### src/srb_pkg.sv
/*
  Shared constants and types for the serial receiver status/buffer block.
  Assumes a single 20 MHz core clock and a 16x oversampled receive line.
*/
package srb_pkg;

  // ------------------------------------------------------------------
  // timing
  // ------------------------------------------------------------------
  localparam int CLK_PERIOD_NS = 50;
  localparam int CLR_PULSE_NS  = 1000;
  localparam int CLR_PULSE_RAW = CLR_PULSE_NS / CLK_PERIOD_NS;
  localparam int CLR_PULSE_INT = (CLR_PULSE_RAW < 1) ? 1 : CLR_PULSE_RAW;
  localparam int CLR_CNT_W     = 5;
  localparam logic [CLR_CNT_W-1:0] CLR_PULSE_CYC = CLR_CNT_W'(CLR_PULSE_INT);

  localparam int OVERSAMPLE = 16;
  localparam int MID_SAMPLE = 8;
  localparam logic [3:0] MID_TICK = 4'(MID_SAMPLE - 1);
  localparam logic [3:0] BIT_TICK = 4'(OVERSAMPLE - 1);
  localparam int DIV_W = 16;

  // ------------------------------------------------------------------
  // bit positions
  // ------------------------------------------------------------------
  localparam int ST_ACT   = 11;
  localparam int ST_DONE  = 7;
  localparam int ST_IE    = 6;
  localparam int ST_TAPE  = 0;
  localparam int BUF_ERR  = 15;
  localparam int BUF_OVR  = 14;
  localparam int BUF_FRM  = 13;
  localparam int BUF_PAR  = 12;
  localparam int DATA_MAX = 8;
  localparam logic [3:0] DATA_MIN_BITS = 4'h5;
  localparam logic [3:0] DATA_MAX_BITS = 4'h8;
  localparam logic       LINE_MARK = 1'b1;

  // ------------------------------------------------------------------
  // types
  // ------------------------------------------------------------------
  typedef enum logic [2:0] {
    RX_IDLE   = 3'h0,
    RX_START  = 3'h1,
    RX_DATA   = 3'h2,
    RX_PARITY = 3'h3,
    RX_STOP   = 3'h4
  } srb_rx_state_t;

  typedef struct packed {
    logic [3:0] dataBits;
    logic       parityEn;
    logic       parityOdd;
    logic       errReport;
  } srb_cfg_t;

  typedef struct packed {
    logic        selStatus;
    logic        selBuffer;
    logic        rd;
    logic        wr;
    logic [15:0] wrData;
  } srb_bus_req_t;

  typedef struct packed {
    logic                 rxSync1;
    logic                 rxSync2;
    srb_cfg_t             cfgSync1;
    srb_cfg_t             cfgSync2;
    logic [DIV_W-1:0]     divCnt;
    srb_rx_state_t        rxState;
    logic [3:0]           phase;
    logic [2:0]           bitIdx;
    logic [DATA_MAX-1:0]  shift;
    logic                 parAcc;
    logic                 parErr;
    logic [DATA_MAX-1:0]  holding;
    logic                 ovr;
    logic                 frm;
    logic                 par;
    logic                 act;
    logic                 done;
    logic                 ie;
    logic                 tape;
    logic                 irq;
    logic                 irqArm;
    logic [CLR_CNT_W-1:0] clrCnt;
    logic [15:0]          rdData;
  } srb_state_t;

endpackage

### src/srb_receiver.sv
/*
  Receive half of an asynchronous serial line unit: receiver status word,
  receiver buffer word and the 16x oversampling receiver behind them.
  Assumes bus strobes come from logic on core_clk; rxLine and the
  configuration straps come from pins and are synchronised here.
*/
// Function
// - receiver active sets on eighth sample tick after start edge.
// - active is read-only; cleared by character received and bus initialize.
// - read-only character-received flag at status bit 7 on completion.
// - received flag rising with enable set raises interrupt request.
// - received flag cleared by initialize and by reading the buffer.
// - buffer read starts a one microsecond clear pulse on the flag.
// - tape advance control holds the received flag cleared.
// - interrupt enable is read/write at bit 6, cleared by initialize.
// - tape advance loads from data bit 0 and drives the reader output.
// - tape advance control is write-only and reads back as zero.
// - tape advance clears when active sets and on initialize.
// - eight data bits read-only, held until next character completes.
// - short characters are right-justified into low buffer bits.
// - data presents mark as one and space as zero.
// - overrun flag bit 14 when character completes before previous read.
// - framing flag bit 13 when stop bit is not valid.
// - parity flag bit 12 on mismatch when parity is enabled.
// - bit 15 is the OR of overrun, framing and parity flags.
// - error report switch gates all four error bits onto reads.
// - error flags raise no interrupt; updated every character.
// - bus initialize leaves the buffer data unchanged.
`timescale 1ns/1ps
module srb_receiver #(
  parameter int SAMPLE_DIV = 65
) (
  input  wire logic                 core_clk,
  input  wire logic                 resetn,
  input  wire logic                 busInit,
  input  wire srb_pkg::srb_bus_req_t busReq,
  output logic      [15:0]          busRdData,
  input  wire logic                 irqAck,
  output logic                      irqRequest,
  output logic                      tapeAdvance,
  input  wire logic                 rxLine,
  input  wire srb_pkg::srb_cfg_t    cfgIn
);

  // ------------------------------------------------------------------
  // elaboration checks
  // ------------------------------------------------------------------
  if (SAMPLE_DIV < 1 || SAMPLE_DIV > (1 << srb_pkg::DIV_W)
      || srb_pkg::CLR_PULSE_INT >= (1 << srb_pkg::CLR_CNT_W)) begin : g_chk
    $error("divider or clear pulse length out of range");
  end

  // ------------------------------------------------------------------
  // helpers
  // ------------------------------------------------------------------
  // index of the last data bit for the configured length
  function automatic logic [2:0] lastIdx(input logic [3:0] nBits);
    logic [3:0] n;
    n = nBits;
    if (n < srb_pkg::DATA_MIN_BITS) begin
      n = srb_pkg::DATA_MIN_BITS;
    end
    if (n > srb_pkg::DATA_MAX_BITS) begin
      n = srb_pkg::DATA_MAX_BITS;
    end
    lastIdx = 3'(n - 4'h1);
  endfunction

  srb_pkg::srb_state_t s;
  srb_pkg::srb_state_t next_s;
  logic                tick;
  logic                complete;
  logic                line;
  logic [15:0]         statusWord;
  logic [15:0]         bufferWord;
  srb_pkg::srb_cfg_t   cfg;

  assign line = s.rxSync2;
  assign cfg  = s.cfgSync2;

  // ------------------------------------------------------------------
  // read views
  // ------------------------------------------------------------------
  always_comb begin
    statusWord = 16'h0000;
    statusWord[srb_pkg::ST_ACT]  = s.act;
    statusWord[srb_pkg::ST_DONE] = s.done;
    statusWord[srb_pkg::ST_IE]   = s.ie;
    // tape advance bit stays zero here
    bufferWord = 16'h0000;
    bufferWord[srb_pkg::DATA_MAX-1:0] = s.holding;
    if (cfg.errReport) begin
      bufferWord[srb_pkg::BUF_OVR] = s.ovr;
      bufferWord[srb_pkg::BUF_FRM] = s.frm;
      bufferWord[srb_pkg::BUF_PAR] = s.par;
      bufferWord[srb_pkg::BUF_ERR] = s.ovr | s.frm | s.par;
    end
  end

  // ------------------------------------------------------------------
  // next state
  // ------------------------------------------------------------------
  always_comb begin
    next_s   = s;
    complete = 1'b0;
    tick     = (s.divCnt == srb_pkg::DIV_W'(SAMPLE_DIV - 1));
    next_s.rxSync1  = rxLine;
    next_s.rxSync2  = s.rxSync1;
    next_s.cfgSync1 = cfgIn;
    next_s.cfgSync2 = s.cfgSync1;
    next_s.divCnt   = tick ? '0 : s.divCnt + srb_pkg::DIV_W'(1);
    if (tick) begin
      next_s.phase = s.phase + 4'h1;
    end

    // status write: only enable and tape advance are stored
    if (busReq.wr && busReq.selStatus) begin
      next_s.ie   = busReq.wrData[srb_pkg::ST_IE];
      next_s.tape = busReq.wrData[srb_pkg::ST_TAPE];
    end

    case (s.rxState)
      srb_pkg::RX_IDLE: begin
        next_s.phase = '0;
        if (line != srb_pkg::LINE_MARK) begin
          next_s.rxState = srb_pkg::RX_START;
        end
      end
      srb_pkg::RX_START: begin
        if (tick && s.phase == srb_pkg::MID_TICK) begin
          next_s.phase = '0;
          if (line != srb_pkg::LINE_MARK) begin
            next_s.rxState = srb_pkg::RX_DATA;
            next_s.act     = 1'b1;
            next_s.tape    = 1'b0;
            next_s.bitIdx  = '0;
            next_s.shift   = '0;
            next_s.parAcc  = 1'b0;
            next_s.parErr  = 1'b0;
          end else begin
            // glitch shorter than half a bit
            next_s.rxState = srb_pkg::RX_IDLE;
          end
        end
      end
      srb_pkg::RX_DATA: begin
        if (tick && s.phase == srb_pkg::BIT_TICK) begin
          next_s.shift[s.bitIdx] = line;
          next_s.parAcc = s.parAcc ^ line;
          if (s.bitIdx == lastIdx(cfg.dataBits)) begin
            next_s.rxState = cfg.parityEn ? srb_pkg::RX_PARITY : srb_pkg::RX_STOP;
          end else begin
            next_s.bitIdx = s.bitIdx + 3'h1;
          end
        end
      end
      srb_pkg::RX_PARITY: begin
        if (tick && s.phase == srb_pkg::BIT_TICK) begin
          next_s.parErr  = (s.parAcc ^ line) != cfg.parityOdd;
          next_s.rxState = srb_pkg::RX_STOP;
        end
      end
      srb_pkg::RX_STOP: begin
        if (tick && s.phase == srb_pkg::BIT_TICK) begin
          complete       = 1'b1;
          next_s.rxState = srb_pkg::RX_IDLE;
        end
      end
      default: begin
        next_s.rxState = srb_pkg::RX_IDLE;
      end
    endcase

    // character completion: data, errors, done; errors raise no irq
    if (complete) begin
      next_s.holding = s.shift;
      next_s.ovr     = s.done;
      next_s.frm     = (line != srb_pkg::LINE_MARK);
      next_s.par     = s.parErr & cfg.parityEn;
    end

    // clear pulse on buffer read
    if (busReq.rd && busReq.selBuffer) begin
      next_s.clrCnt = srb_pkg::CLR_PULSE_CYC;
    end else if (s.clrCnt != '0) begin
      next_s.clrCnt = s.clrCnt - srb_pkg::CLR_CNT_W'(1);
    end

    // set of the received flag wins over its clear
    if (complete) begin
      next_s.done = 1'b1;
      next_s.act  = 1'b0;
    end else if (s.clrCnt != '0 || s.tape) begin
      next_s.done = 1'b0;
    end

    // interrupt request on rising done-and-enable
    next_s.irqArm = s.done & s.ie;
    if (s.done && s.ie && !s.irqArm) begin
      next_s.irq = 1'b1;
    end else if (irqAck) begin
      next_s.irq = 1'b0;
    end

    // read data register
    if (busReq.rd) begin
      if (busReq.selStatus) begin
        next_s.rdData = statusWord;
      end else if (busReq.selBuffer) begin
        next_s.rdData = bufferWord;
      end else begin
        next_s.rdData = 16'h0000;
      end
    end

    // bus initialize: holding data is left alone
    if (busInit) begin
      next_s.act     = 1'b0;
      next_s.done    = 1'b0;
      next_s.ie      = 1'b0;
      next_s.tape    = 1'b0;
      next_s.irq     = 1'b0;
      next_s.irqArm  = 1'b0;
      next_s.clrCnt  = '0;
      next_s.rxState = srb_pkg::RX_IDLE;
    end
  end

  // ------------------------------------------------------------------
  // state register
  // ------------------------------------------------------------------
  always_ff @(posedge core_clk or negedge resetn) begin
    if (!resetn) begin
      s         <= '0;
      s.rxSync1 <= 1'b1;
      s.rxSync2 <= 1'b1;
    end else begin
      s <= next_s;
    end
  end

  assign busRdData   = s.rdData;
  assign irqRequest  = s.irq;
  assign tapeAdvance = s.tape;
endmodule

### config.mk
export PLATFORM = sky130hd
export DESIGN_NAME = srb_receiver
export DESIGN_NICKNAME = d
export VERILOG_FILES = /design/src/srb_pkg.sv /design/src/srb_receiver.sv
export SDC_FILE = /design/constraint.sdc
export NUM_CORES = 1
export LEC_CHECK = 0
export ABC_CLOCK_PERIOD_IN_PS = 2800
export BUFFER_PORTS_ARGS = -buffer_cell sky130_fd_sc_hd__buf_4
export CORE_ASPECT_RATIO = 0.75
export CORE_MARGIN = 3
export CORE_UTILIZATION = 36
export DETAILED_ROUTE_END_ITERATION = 6
export PLACE_DENSITY = 0.59
export RECOVER_POWER = 25
export SETUP_SLACK_MARGIN = 0.2
export SLEW_MARGIN = 25
export SYNTH_ARGS = -nofsm -noshare
export SYNTH_HDL_FRONTEND = slang
export SYNTH_SLANG_ARGS = --single-unit
### constraint.sdc
create_clock -name core_clk -period 2.8 [get_ports core_clk]
set_input_delay 0.28 -clock core_clk [delete_from_list [all_inputs] [get_ports core_clk]]
set_output_delay 0.28 -clock core_clk [all_outputs]
set_load 0.02 [all_outputs]
-- Yosys cells after proc, flatten, opt, wreduce, memory -nomap -nowiden
Index checks and enable logic that the tools add are counted.
- add/subtract/negate cells: 5
- $lt $le $gt $ge: 4
- equality and inequality tests: 21
- bitwise logic cells: 6
- reduce and logical (&&, ||, !) cells: 24
- muxes and demuxes: 48
- operator list (cell ; number):
    2-to-1 mux 16 bit ; 3
    2-to-1 mux 3 bit ; 11
    case mux 12 bit (2 select lines) ; 1
    2-to-1 mux 20 bit ; 1
    2-to-1 mux 4 bit ; 5
    != test 3 bit (second input constant) ; 6
    adder 16 x 1 -> 16 bit (second input constant) ; 1
    == test 16 x 7 -> 1 bit (second input constant) ; 1
    2-to-1 mux 1 bit ; 15
    case mux 3 bit (5 select lines) ; 1
    nonzero test 3 bit ; 5
    2-to-1 mux 13 bit ; 1
    2-to-1 mux 12 bit ; 1
    2-to-1 mux 11 bit ; 1
    2-to-1 mux 5 bit ; 2
    != test 2 bit (second input constant) ; 5
    bitwise mux 8 bit ; 1
    case mux 4 bit (2 select lines) ; 1
    AND reduction 4 bit ; 2
    logical AND 1 bit ; 7
    == test 3 x 2 -> 1 bit (second input constant) ; 2
    AND reduction 6 bit ; 1
    nonzero test 2 bit ; 3
    AND reduction 5 bit ; 1
    other kinds (27) ; 30
- flip-flop bits (word level): 90
- word-level logic and storage cells: 137
- input port bits: 32

-- Longest topological paths before layout
Gate-level depths: netlist of the first run.
- depth in word-level cells: 14
- depth in mapped cells: 9

-- Worst setup path before layout of the first run
Ideal clock, no wire load.
- kind: reg2reg
- start point: register s[58] (netlist bit)
- end point: register s, in the netlist bufferWord[3]
- cell stages (with the launch flop): 9
- setup time: 0.125 ns
- required time: 2.675 ns
- path slack: 0.592 ns
- buffers on the path: 2
- arrival: 2.083 ns
- cell sequence: dfrtp_1 -> inv_1 -> ha_1 -> and4bb_2 -> nand4_2 -> or4b_4 -> buf_6 -> buf_12 -> mux2_4
- longest elaborated chain between the ends: 4
- RTL lines (what ; RTL line ; RTL):
    from (decl) ; srb_receiver.sv:69 ; srb_pkg::srb_state_t s;
    from (signal assigned) ; srb_receiver.sv:238 ; s <= next_s;
    == test 16 x 7 -> 1 bit ; srb_receiver.sv:106 ; tick = (s.divCnt == srb_pkg::DIV_W'(SAMPLE_DIV - 1));
    logical AND 1 bit ; srb_receiver.sv:164 ; if (tick && s.phase == srb_pkg::BIT_TICK) begin
    2-to-1 mux 1 bit ; srb_receiver.sv:164 ;
    2-to-1 mux 1 bit ; srb_receiver.sv:122 ; case (s.rxState)
No other way between the ends.
A chain may end at the register's enable or synchronous reset.

-- Final worst setup path of the first run
- start point: register s[71] (netlist bit)
- end point: register s, in the netlist bufferWord[6]
The elaborated chain is that of the path after synthesis.

==> metrics.csv, run 1 <==
metric,value,unit
grt_setup_unrepaired,false,
fmax,442.5,MHz
p_total,2.779,mW
die-height,97.92,um
numCtsBuffers,9,
avgSynthCellArea,10.56,um2
post-cts-setup-buffers,0,
antenna_found_initial,0,
crit_family,simple AND/OR/NAND/NOR gates,
grt_usage,0.1271,
rows,32,
cts_buffer_depth,2,
slew_viol_final,0,
period_minus_slack,2.260,ns
yosys.area.top_type,dfrtp_1,
final_cell_mix,"dfrtp_1, nand2_1, o21ai_0",
setup_tns,0,ns
hp-class,input port to flip-flop,
drive_gt1_frac,0.2039,
num_antenna_cells,0,
ys_async_sr_fraction,1.000,
die_area,0.01259,mm2
cp_max_fo,15,
worst_pin_slew,1.070,ns
synthCells,384,
area_delta_synth_final,14.04,%
io_buffers,32,
hold_viol_final,0,
yosys_warnings,0,
post-synth-top-area-fraction,0.5245,
start_util,0.3822,
cp.buffers_inverters,0,
worstSetupEndpointType,flip-flop,
ctsRootBufferMaster,clkbuf_16,
drt_iter0_markers,238,
dieWidth,128.6,um
core,0.01061,mm2
clk_pin_slew,0.07,ns
wirelength,7.424,mm
fin_nets,440,
critical_path_required,3.03,ns
via_per_inst,5.046,
drc,0,
ys.flop_type,dfrtp_1,
vias,2740,
cpPeakStageDelay,0.68,ns
critPathKind,flip-flop to flip-flop,
nFillCells,990,
finalSetupViolCount,0,
fin_crit_sh,0.8071,
clock-sinks,87,
clk_latency,0.34,ns
avgRoutedWirePerCell,13.67,um
grt_pass1_wl,12.92,mm
antenna_left,0,
cts_tree,yes,
routed-wl-met3,346,um
finClkSkew,0.008529,ns
ys_seq_elements,87,
p_leak,2.054,nW
netlist_area,0.004055,mm2
crit_chain,nor3_1 > nand4_2 > or4b_4 > mux2_4,
yosysSeqAreaShare,0.5375,
cp-start-kind,flip-flop,
grt-ovfl-total,0,
synth_cell_types,56,
grt_pass1_vias,2630,
first_pass_iters,6,
num_io_pins,50,
synth-edff-count,0,
dr.max_layer_used,met4,
p_per_area,601.0,mW/mm2
max_cap_viol_count,0,
status,finished clean,
m1WireLength,4.007,mm
slew_headroom,0.2870,
vdd.ir_drop.worst,378.9,uV
final_common_cell,dfrtp_1,
worst_ep_arrival_time,2.49,ns
htreeDepth,3,
gp_congestion,0.8123,
cpMaxStageDelayCell,or4b_4,
dp_hpwl,5.345,mm
dr_wl_met2,2.985,mm
synth_area_leaders,"dfrtp_1, xnor2_1, o21ai_0",
grt_start_max_net_pins,47,
## cell type report
| type | instances | area [um2] | area share |
|---|---|---|---|
| timing repair buffer | 39 | 297.8 | 0.06439 |
| inverter | 19 | 71.32 | 0.01542 |
| tap | 136 | 170.2 | 0.03680 |
| sequential | 87 | 2180 | 0.4713 |
| clock buffer | 9 | 225.2 | 0.04870 |
| multi-input combinational | 246 | 1600 | 0.3460 |
| clock inverter | 7 | 80.08 | 0.01732 |
## power by group
group	switching, mW	internal [mW]
clock	0.502	0.700
sequential	0.0286	1.30
combinational	0.139	0.110
## logic make-up after synthesis
family,Yosys count,share of synthesized area
other cells,1,0.0009248
fa+ha+maj,6,0.01851
compound gates,69,0.1049
mux,13,0.03919
simple gates,132,0.1762
buf+inv,53,0.06973
flops,87,0.5375
xor+xnor,23,0.05307
## layer usage
metal / track usage / up-vias
met5: 0 / -
met1: 0.1964 / 1323
met4: 0.04036 / 0
met3: 0.03991 / 10
met2: 0.1673 / 53
li1: - / 1354
## what timing repair did
item / in CTS / in global routing
endpoints found under the hold margin: 40 / 0
hold buffers: 1 / 0
resized for setup: 0 / 0
## metrics by stage
step | area (um2) | hold WS (ns) | utilization | instances | setup slack (ns)
3_5_place_dp | 4319 | 0.3059 | 0.4071 | 526 | 0.5652
4_1_cts | 4634 | 0.03178 | 0.4368 | 543 | 0.5392
6_report | 4624 | 0.05826 | 0.4358 | 543 | 0.5402
3_3_place_gp | 4319 | 0.3010 | 0.4071 | 526 | 0.5951
5_1_grt | 4624 | 0.04145 | 0.4358 | 543 | 0.2949
2_1_floorplan | 4063 | -0.01559 | - | 386 | 0.5921
## sequential cells by signal, summed over array words and instances, names as in the netlist
signal       cells
tapeAdvance      1
s               48
irqRequest       1
busRdData       13
next_s           8
bufferWord       8
cfg              7
line             1
## path summary, 6_finish.rpt
check / start / to / slack [ns] / cells after the start
setup / recovery: s[71] / bufferWord[6] / 0.54 / 4
hold / removal: rxLine / next_s[88] / 0.06 / 1
setup reg to reg: s[71] / bufferWord[6] / 0.54 / 4
hold reg to reg: next_s[75] / cfg[1] / 0.35 / 0
max in group asynchronous: resetn / line / 1.29 / 3
min in group asynchronous: resetn / next_s[79] / 0.68 / 2
## synthesized netlist by cell type, types with 2 or more instances
| cell type | number |
|---|---|
| a211oi_1 | 3 |
| a21oi_1 | 11 |
| a22oi_1 | 3 |
| a31oi_1 | 4 |
| and3_1 | 4 |
| and4_2 | 2 |
| buf_4 | 16 |
| clkbuf_1 | 16 |
| dfrtp_1 | 85 |
| dfstp_2 | 2 |
| ha_1 | 6 |
| inv_1 | 19 |
| mux2_2 | 7 |
| mux2_4 | 4 |
| mux2i_1 | 2 |
| nand2_1 | 30 |
| nand2b_1 | 3 |
| nand3_1 | 21 |
| nand3b_1 | 2 |
| nand4_1 | 7 |
| nand4b_1 | 2 |
| nor2_1 | 27 |
| nor2b_1 | 5 |
| nor3_1 | 7 |
| nor3b_1 | 2 |
| nor4_1 | 2 |
| nor4_2 | 2 |
| o21a_1 | 2 |
| o21ai_0 | 28 |
| o22ai_1 | 4 |
| o31ai_1 | 6 |
| or2_2 | 5 |
| or3b_2 | 2 |
| xnor2_1 | 19 |
| xor2_1 | 3 |
No activity file was read; power rests on OpenSTA's default activity.
==> run 2, diff against run 1 <==
Settings changed: ABC_AREA set to 1, ABC_CLOCK_PERIOD_IN_PS 2800 to 2200.
Clock period 2.8 ns to 2.2 ns, I/O delays scaled along.
==> run 2 against run 1 <==
  * Die area is 5.4% higher
  * Combinational power is 81% higher
  * Global-route usage is 1.4 points higher
  * Sequential share of layout area is 3.6 points lower
  * Critical endpoint is now s[51]
  * Highest routed layer unchanged
==> metrics.csv, run 2 <==
metric,value,unit,change
status,finished clean,,unchanged
top_register,s,,unchanged
die_area,0.01326,mm2,was 0.01259 mm2
synth_area_leaders,"dfrtp_1, nand2_1, nor2_1",,"was dfrtp_1, xnor2_1, o21ai_0"
grt_start_max_net_pins,88,,was 47
grt-ovfl-total,0,,unchanged
finClkSkew,0.005028,ns,was 0.008529 ns
hp-start,irqAck,,was rxLine
period_minus_slack,1.899,ns,was 2.260 ns
final_common_cell,nand2_1,,was dfrtp_1
yosys_warnings,0,,unchanged
max_cap_viol_count,0,,unchanged
clkPwrFrac,0.435,,was 0.432
synth.most_common_cell,nand2_1,,was dfrtp_1
antenna_found_initial,0,,unchanged
io_buffers,32,,unchanged
num_io_pins,50,,unchanged
wirelength,8.577,mm,was 7.424 mm
dp_hpwl,6.160,mm,was 5.345 mm
nFillCells,1109,,was 990
worst_ep_arrival_time,2.10,ns,was 2.49 ns
fmax,526.5,MHz,was 442.5 MHz
first_pass_iters,5,,was 6
critPathKind,flip-flop to flip-flop,,unchanged
cp_max_fo,3,,was 15
synthTopCellsByCount,"nand2_1, dfrtp_1, nor2_1, inv_1, nand3_1",,"was dfrtp_1, nand2_1, o21ai_0, nor2_1, nand3_1"
yosys.area.top_type,dfrtp_1,,unchanged
ys.flop_type,dfrtp_1,,unchanged
final_cell_mix,"nand2_1, dfrtp_1, nor2_1",,"was dfrtp_1, nand2_1, o21ai_0"
rrSetupSlack,0.30,ns,was 0.54 ns
p_sw_frac,0.2573,,was 0.2410
vias,3341,,was 2740
num_antenna_cells,0,,unchanged
r2r.worst_path.cells,9,,was 4
grt_usage,0.1411,,was 0.1271
grt_setup_unrepaired,true,,was false
htreeDepth,3,,unchanged
p_per_area,764.4,mW/mm2,was 601.0 mW/mm2
slew_headroom,0.2007,,was 0.2870
drc,0,,unchanged
antenna_left,0,,unchanged
reg2reg_from,s[58],,was s[71]
fin_util,0.4447,,was 0.4358
netlist_area,0.004285,mm2,was 0.004055 mm2
worstSetupEndpointType,flip-flop,,unchanged
setup_tns,0,ns,unchanged
start_util,0.3802,,was 0.3822
final_cell_area,0.005012,mm2,was 0.004624 mm2
grt_pass1_wl,15.25,mm,was 12.92 mm
hp-class,input port to flip-flop,,unchanged
grt_pass1_vias,3180,,was 2630
post-synth-top-area-fraction,0.4964,,was 0.5245
avgRoutedWirePerCell,11.83,um,was 13.67 um
largest_register_ff_count,48,,unchanged
gp_congestion,0.8982,,was 0.8123
p_leak,2.567,nW,was 2.054 nW
whs_endpoint,irqRequest,,was next_s[88]
core,0.01127,mm2,was 0.01061 mm2
cp-start-kind,flip-flop,,unchanged
reg2reg_to,s[51],,was bufferWord[6]
ctsRootBufferMaster,clkbuf_16,,unchanged
min_path_cells,4,,was 1
synth-edff-count,0,,unchanged
dieWidth,132.0,um,was 128.6 um
ff_latch_area,0.002180,mm2,unchanged
vdd.ir_drop.worst,430.2,uV,was 378.9 uV
p_total,3.831,mW,was 2.779 mW
ys_async_sr_fraction,1.000,,unchanged
seq_power_share,0.447,,was 0.478
clk_pin_slew,0.06,ns,was 0.07 ns
finalSetupViolCount,0,,unchanged
synthCells,531,,was 384
worst_pin_slew,1.199,ns,was 1.070 ns
numCtsBuffers,9,,unchanged
yosysSeqAreaShare,0.5086,,was 0.5375
critical_path_required,2.40,ns,was 3.03 ns
whs,0.1247,ns,was 0.05826 ns
fin_crit_sh,0.8633,,was 0.8071
multi_input_area,0.001697,mm2,was 0.001600 mm2
combPwrFrac,0.118,,was 0.090
ys_seq_elements,87,,unchanged
switchingPower,0.9858,mW,was 0.6698 mW
cts_tree,yes,,unchanged
area_delta_synth_final,16.96,%,was 14.04%
cts_buffer_depth,2,,unchanged
slew_viol_final,0,,unchanged
fin_nets,601,,was 440
avgSynthCellArea,8.070,um2,was 10.56 um2
hold_viol_final,0,,unchanged
drive_gt1_frac,0.1250,,was 0.2039
placed_area,0.004598,mm2,was 0.004319 mm2
clock-sinks,87,,unchanged
drt_iter0_markers,167,,was 238
rows,33,,was 32
synth_cell_types,33,,was 56
internal_power,2.846,mW,was 2.109 mW
via_per_inst,4.608,,was 5.046
clk_latency,0.34,ns,about the same
die-height,100.5,um,was 97.92 um
==> run 2: worst max path at each step <==
stage,from,to,slack [ns]
after floorplan,s[58],bufferWord[5],0.58
after global placement,s[58],s[54],0.37
after detailed placement,s[58],s[43],0.34
after CTS,s[58],s[47],0.33
after global routing,s[58],s[51],0.18
final,s[58],s[51],0.30
==> run 2: metal layers <==
| metal | global-route usage | part of all wire | up-vias |
|---|---|---|---|
| li1 | - | - | 1737 |
| met2 | 0.1946 | 0.40 | 84 |
| met3 | 0.04541 | 0.056 | 2 |
| met5 | 0 | 0 | - |
| met1 | 0.2087 | 0.54 | 1518 |
| met4 | 0.04600 | 0.0050 | 0 |
==> run 2: kinds of logic (layout without fill, tap and decap cells) <==
logic type      after synthesis  in the layout  share of synthesized area
flops                        87             87                     0.5086
mux                           1              1                   0.002628
other cells                   1              3                  0.0008751
fa+ha+maj                     6              6                    0.01752
xor+xnor                     13             13                    0.02657
buf+inv                      95            130                     0.1001
simple gates                271            271                     0.2730
compound gates               57             57                    0.07066
==> run 2: stage by stage <==
| step | cells | setup WS [ns] |
|---|---|---|
| floorplan | 533 | 0.5805 |
| global placement | 700 | 0.3712 |
| detailed placement | 700 | 0.3431 |
| CTS | 725 | 0.3311 |
| global route | 725 | 0.1804 |
| finish | 725 | 0.3008 |
==> run 2: cell type report <==
cell class / count / share of cell area
flip-flops and latches: 87 / 0.4348
multi-input cells: 351 / 0.3385
repair buffers: 44 / 0.06965
inverters: 70 / 0.05242
clock buffers: 9 / 0.04493
well taps: 157 / 0.03919
clock inverters: 7 / 0.02047
==> run 2: worst max-delay path, cell delays in order (launching register included) <==
cell and delay, ns:
dfrtp_1 0.40, inv_1 0.08, ha_1 0.21, nand2_1 0.08, nor2_2 0.17, nand3_1 0.11, nand2_1 0.16, inv_1 0.08
nor3_1 0.39, nor2_1 0.09
==> run 2: repair_timing <==
item / CTS / global route
gates resized for setup: 0 / 4
hold buffers: 9 / 0
setup buffers: 0 / 0
setup endpoints to repair: 0 / 10
endpoints found under the hold margin: 93 / 0
==> run 2: power by group through the flow <==
stage          Combinational (mW)  Sequential (mW)  Clock, mW
6_report                    0.453             1.71       1.67
5_1_grt                     0.522             1.72       1.79
4_1_cts                     0.461             1.71       1.72
3_5_place_dp                0.450             1.74          0
3_3_place_gp                0.432             1.74          0
2_1_floorplan               0.330             1.73          0
==> run 3, diff against run 2 <==
Settings changed: CORE_UTILIZATION 36 to 58, MAX_ROUTING_LAYER set to met4, PLACE_DENSITY 0.59 to 0.84.
==> run 3 against run 2 <==
  * Clock-buffer cell count stayed put
  * Core utilization grew 25 points
  * Fmax up 4.0%
  * Clock power down 25%
  * Clock skew rose by 0.0049 ns
  * Cell count decreased by 8.1%
  * Global-route usage rose by 8.5 points
  * Via count is 3.5% higher
  * Die area down 36%
  * Worst setup slack better by 0.073 ns
  * Critical path depth decreased by 1
  * Non-clock buffer count is the same
  * Critical endpoint is now s[52]
  * Largest power group unchanged
==> metrics.csv, run 3 (synthesis results as in run 2) <==
metric,value,unit,change
crit_path_end,s[52],,was s[51]
grt_setup_unrepaired,true,,unchanged
drc,0,,unchanged
area_delta_synth_final,13.37,%,was 16.96%
critPathKind,flip-flop to flip-flop,,unchanged
rows,26,,was 33
top_register,s,,unchanged
reg2reg_from,s[51],,was s[58]
largest_register_ff_count,48,,unchanged
cp-start-kind,flip-flop,,unchanged
start_util,0.6127,,was 0.3802
internal_power,2.490,mW,was 2.846 mW
cts_buffer_depth,2,,unchanged
vias,3459,,was 3341
fin_util,0.6946,,was 0.4447
fin_nets,601,,unchanged
grt_pass1_vias,3228,,was 3180
drt_iter0_markers,194,,was 167
io_buffers,32,,unchanged
grt_start_max_net_pins,45,,was 88
wirelength,8.253,mm,was 8.577 mm
core,0.006994,mm2,was 0.01127 mm2
setup.worst_path.start,s[51],,was s[58]
finalSetupViolCount,0,,unchanged
reg2reg_to,s[52],,was s[51]
hp-class,input port to flip-flop,,unchanged
clock-sinks,87,,unchanged
slew_viol_final,0,,unchanged
avgRoutedWirePerCell,12.39,um,was 11.83 um
final_cell_mix,"nand2_1, dfrtp_1, nor2_1",,unchanged
combPwrFrac,0.139,,was 0.118
grt-ovfl-total,0,,unchanged
dp_hpwl,6.062,mm,was 6.160 mm
numCtsBuffers,9,,unchanged
cp_max_fo,4,,was 3
switchingPower,0.9449,mW,was 0.9858 mW
clkPwrFrac,0.363,,was 0.435
setup_tns,0,ns,unchanged
antenna_found_initial,0,,unchanged
clk_latency,0.37,ns,was 0.34 ns
drive_gt1_frac,0.1285,,was 0.1250
rrSetupSlack,0.37,ns,was 0.30 ns
seq_power_share,0.498,,was 0.447
period_minus_slack,1.826,ns,was 1.899 ns
ctsRootBufferMaster,clkbuf_8,,was clkbuf_16
dieWidth,105.3,um,was 132.0 um
htreeDepth,3,,unchanged
worst_ep_arrival_time,2.07,ns,was 2.10 ns
cts_tree,yes,,unchanged
die-height,80.44,um,was 100.5 um
num_antenna_cells,0,,unchanged
final_common_cell,nand2_1,,unchanged
hold_viol_final,0,,unchanged
p_leak,2.529,nW,was 2.567 nW
num_io_pins,50,,unchanged
vdd.ir_drop.worst,510.7,uV,was 430.2 uV
p_sw_frac,0.2751,,was 0.2573
whs,0.1040,ns,was 0.1247 ns
first_pass_iters,4,,was 5
status,finished clean,,unchanged
worst_pin_slew,1.059,ns,was 1.199 ns
grt_pass1_wl,14.56,mm,was 15.25 mm
via_per_inst,5.194,,was 4.608
p_per_area,706.9,mW/mm2,was 764.4 mW/mm2
gp_congestion,0.9331,,was 0.8982
fmax,547.6,MHz,was 526.5 MHz
post-cts-setup-buffers,0,,unchanged
r2r.worst_path.cells,8,,was 9
fin_crit_sh,0.8301,,was 0.8633
critical_path_required,2.44,ns,was 2.40 ns
grt_usage,0.2256,,was 0.1411
max_cap_viol_count,0,,unchanged
die_area,0.008467,mm2,was 0.01326 mm2
slew_headroom,0.2938,,was 0.2007
finClkSkew,0.009916,ns,was 0.005028 ns
antenna_left,0,,unchanged
clk_pin_slew,0.09,ns,was 0.06 ns
worstSetupEndpointType,flip-flop,,unchanged
run 3: worst min path at each step:
stage	start	end	slack, ns	depth (start not counted)
after global placement	resetn	s[18]	0.24	1
after detailed placement	resetn	s[17]	0.25	1
after floorplan	resetn	bufferWord[0]	-0.08	0
after global routing	busInit	s[20]	0.12	2
final	irqAck	irqRequest	0.10	4
after CTS	irqAck	irqRequest	0.09	4
run 3: repair_timing:
item / CTS / global route
hold endpoints to repair: 49 / 0
hold buffers: 9 / 0
setup endpoints to repair: 0 / 15
resized for setup: 0 / 8
run 3: routing by layer:
layer,global-route usage,up-vias,share of wire
li1,-,1736,-
met5,-,-,0
met3,0.06104,10,0.063
met2,0.3473,85,0.44
met4,0.06291,0,0.012
met1,0.2981,1628,0.49
run 3: area by class of cell:
type	instances	area, um2
flip-flops and latches	87	2180
fillers	573	2136
multi-input cells	351	1708
repair buffers	44	359.1
inverters	70	262.8
clock buffers	9	123.9
well taps	98	122.6
clock inverters	7	102.6
run 3: critical path, cell delays in order, from the launching register on:
cell and delay (ns):
dfrtp_1 0.41, ha_1 0.25, inv_1 0.08, nor3_1 0.16
nand3_1 0.12, nand2_1 0.17, inv_1 0.08, nor3_1 0.35
nor3_1 0.09
run 3: power by group through the flow:
stage | combinational [mW] | sequential, mW | clock, mW
final | 0.476 | 1.71 | 1.25
after global routing | 0.543 | 1.72 | 1.36
after CTS | 0.475 | 1.71 | 1.29
after detailed placement | 0.456 | 1.74 | 0
after global placement | 0.428 | 1.74 | 0
after floorplan | 0.330 | 1.73 | 0
run 3: metrics by stage:
| stage | cell area (um2) | instances | power, mW | setup slack (ns) |
|---|---|---|---|---|
| after global routing | 4858 | 666 | 3.622 | 0.1927 |
| after CTS | 4841 | 666 | 3.477 | 0.3476 |
| after detailed placement | 4524 | 641 | 2.197 | 0.3637 |
| after floorplan | 4293 | 533 | 2.058 | 0.5805 |
| after global placement | 4524 | 641 | 2.165 | 0.4031 |
| final | 4858 | 666 | 3.434 | 0.3739 |
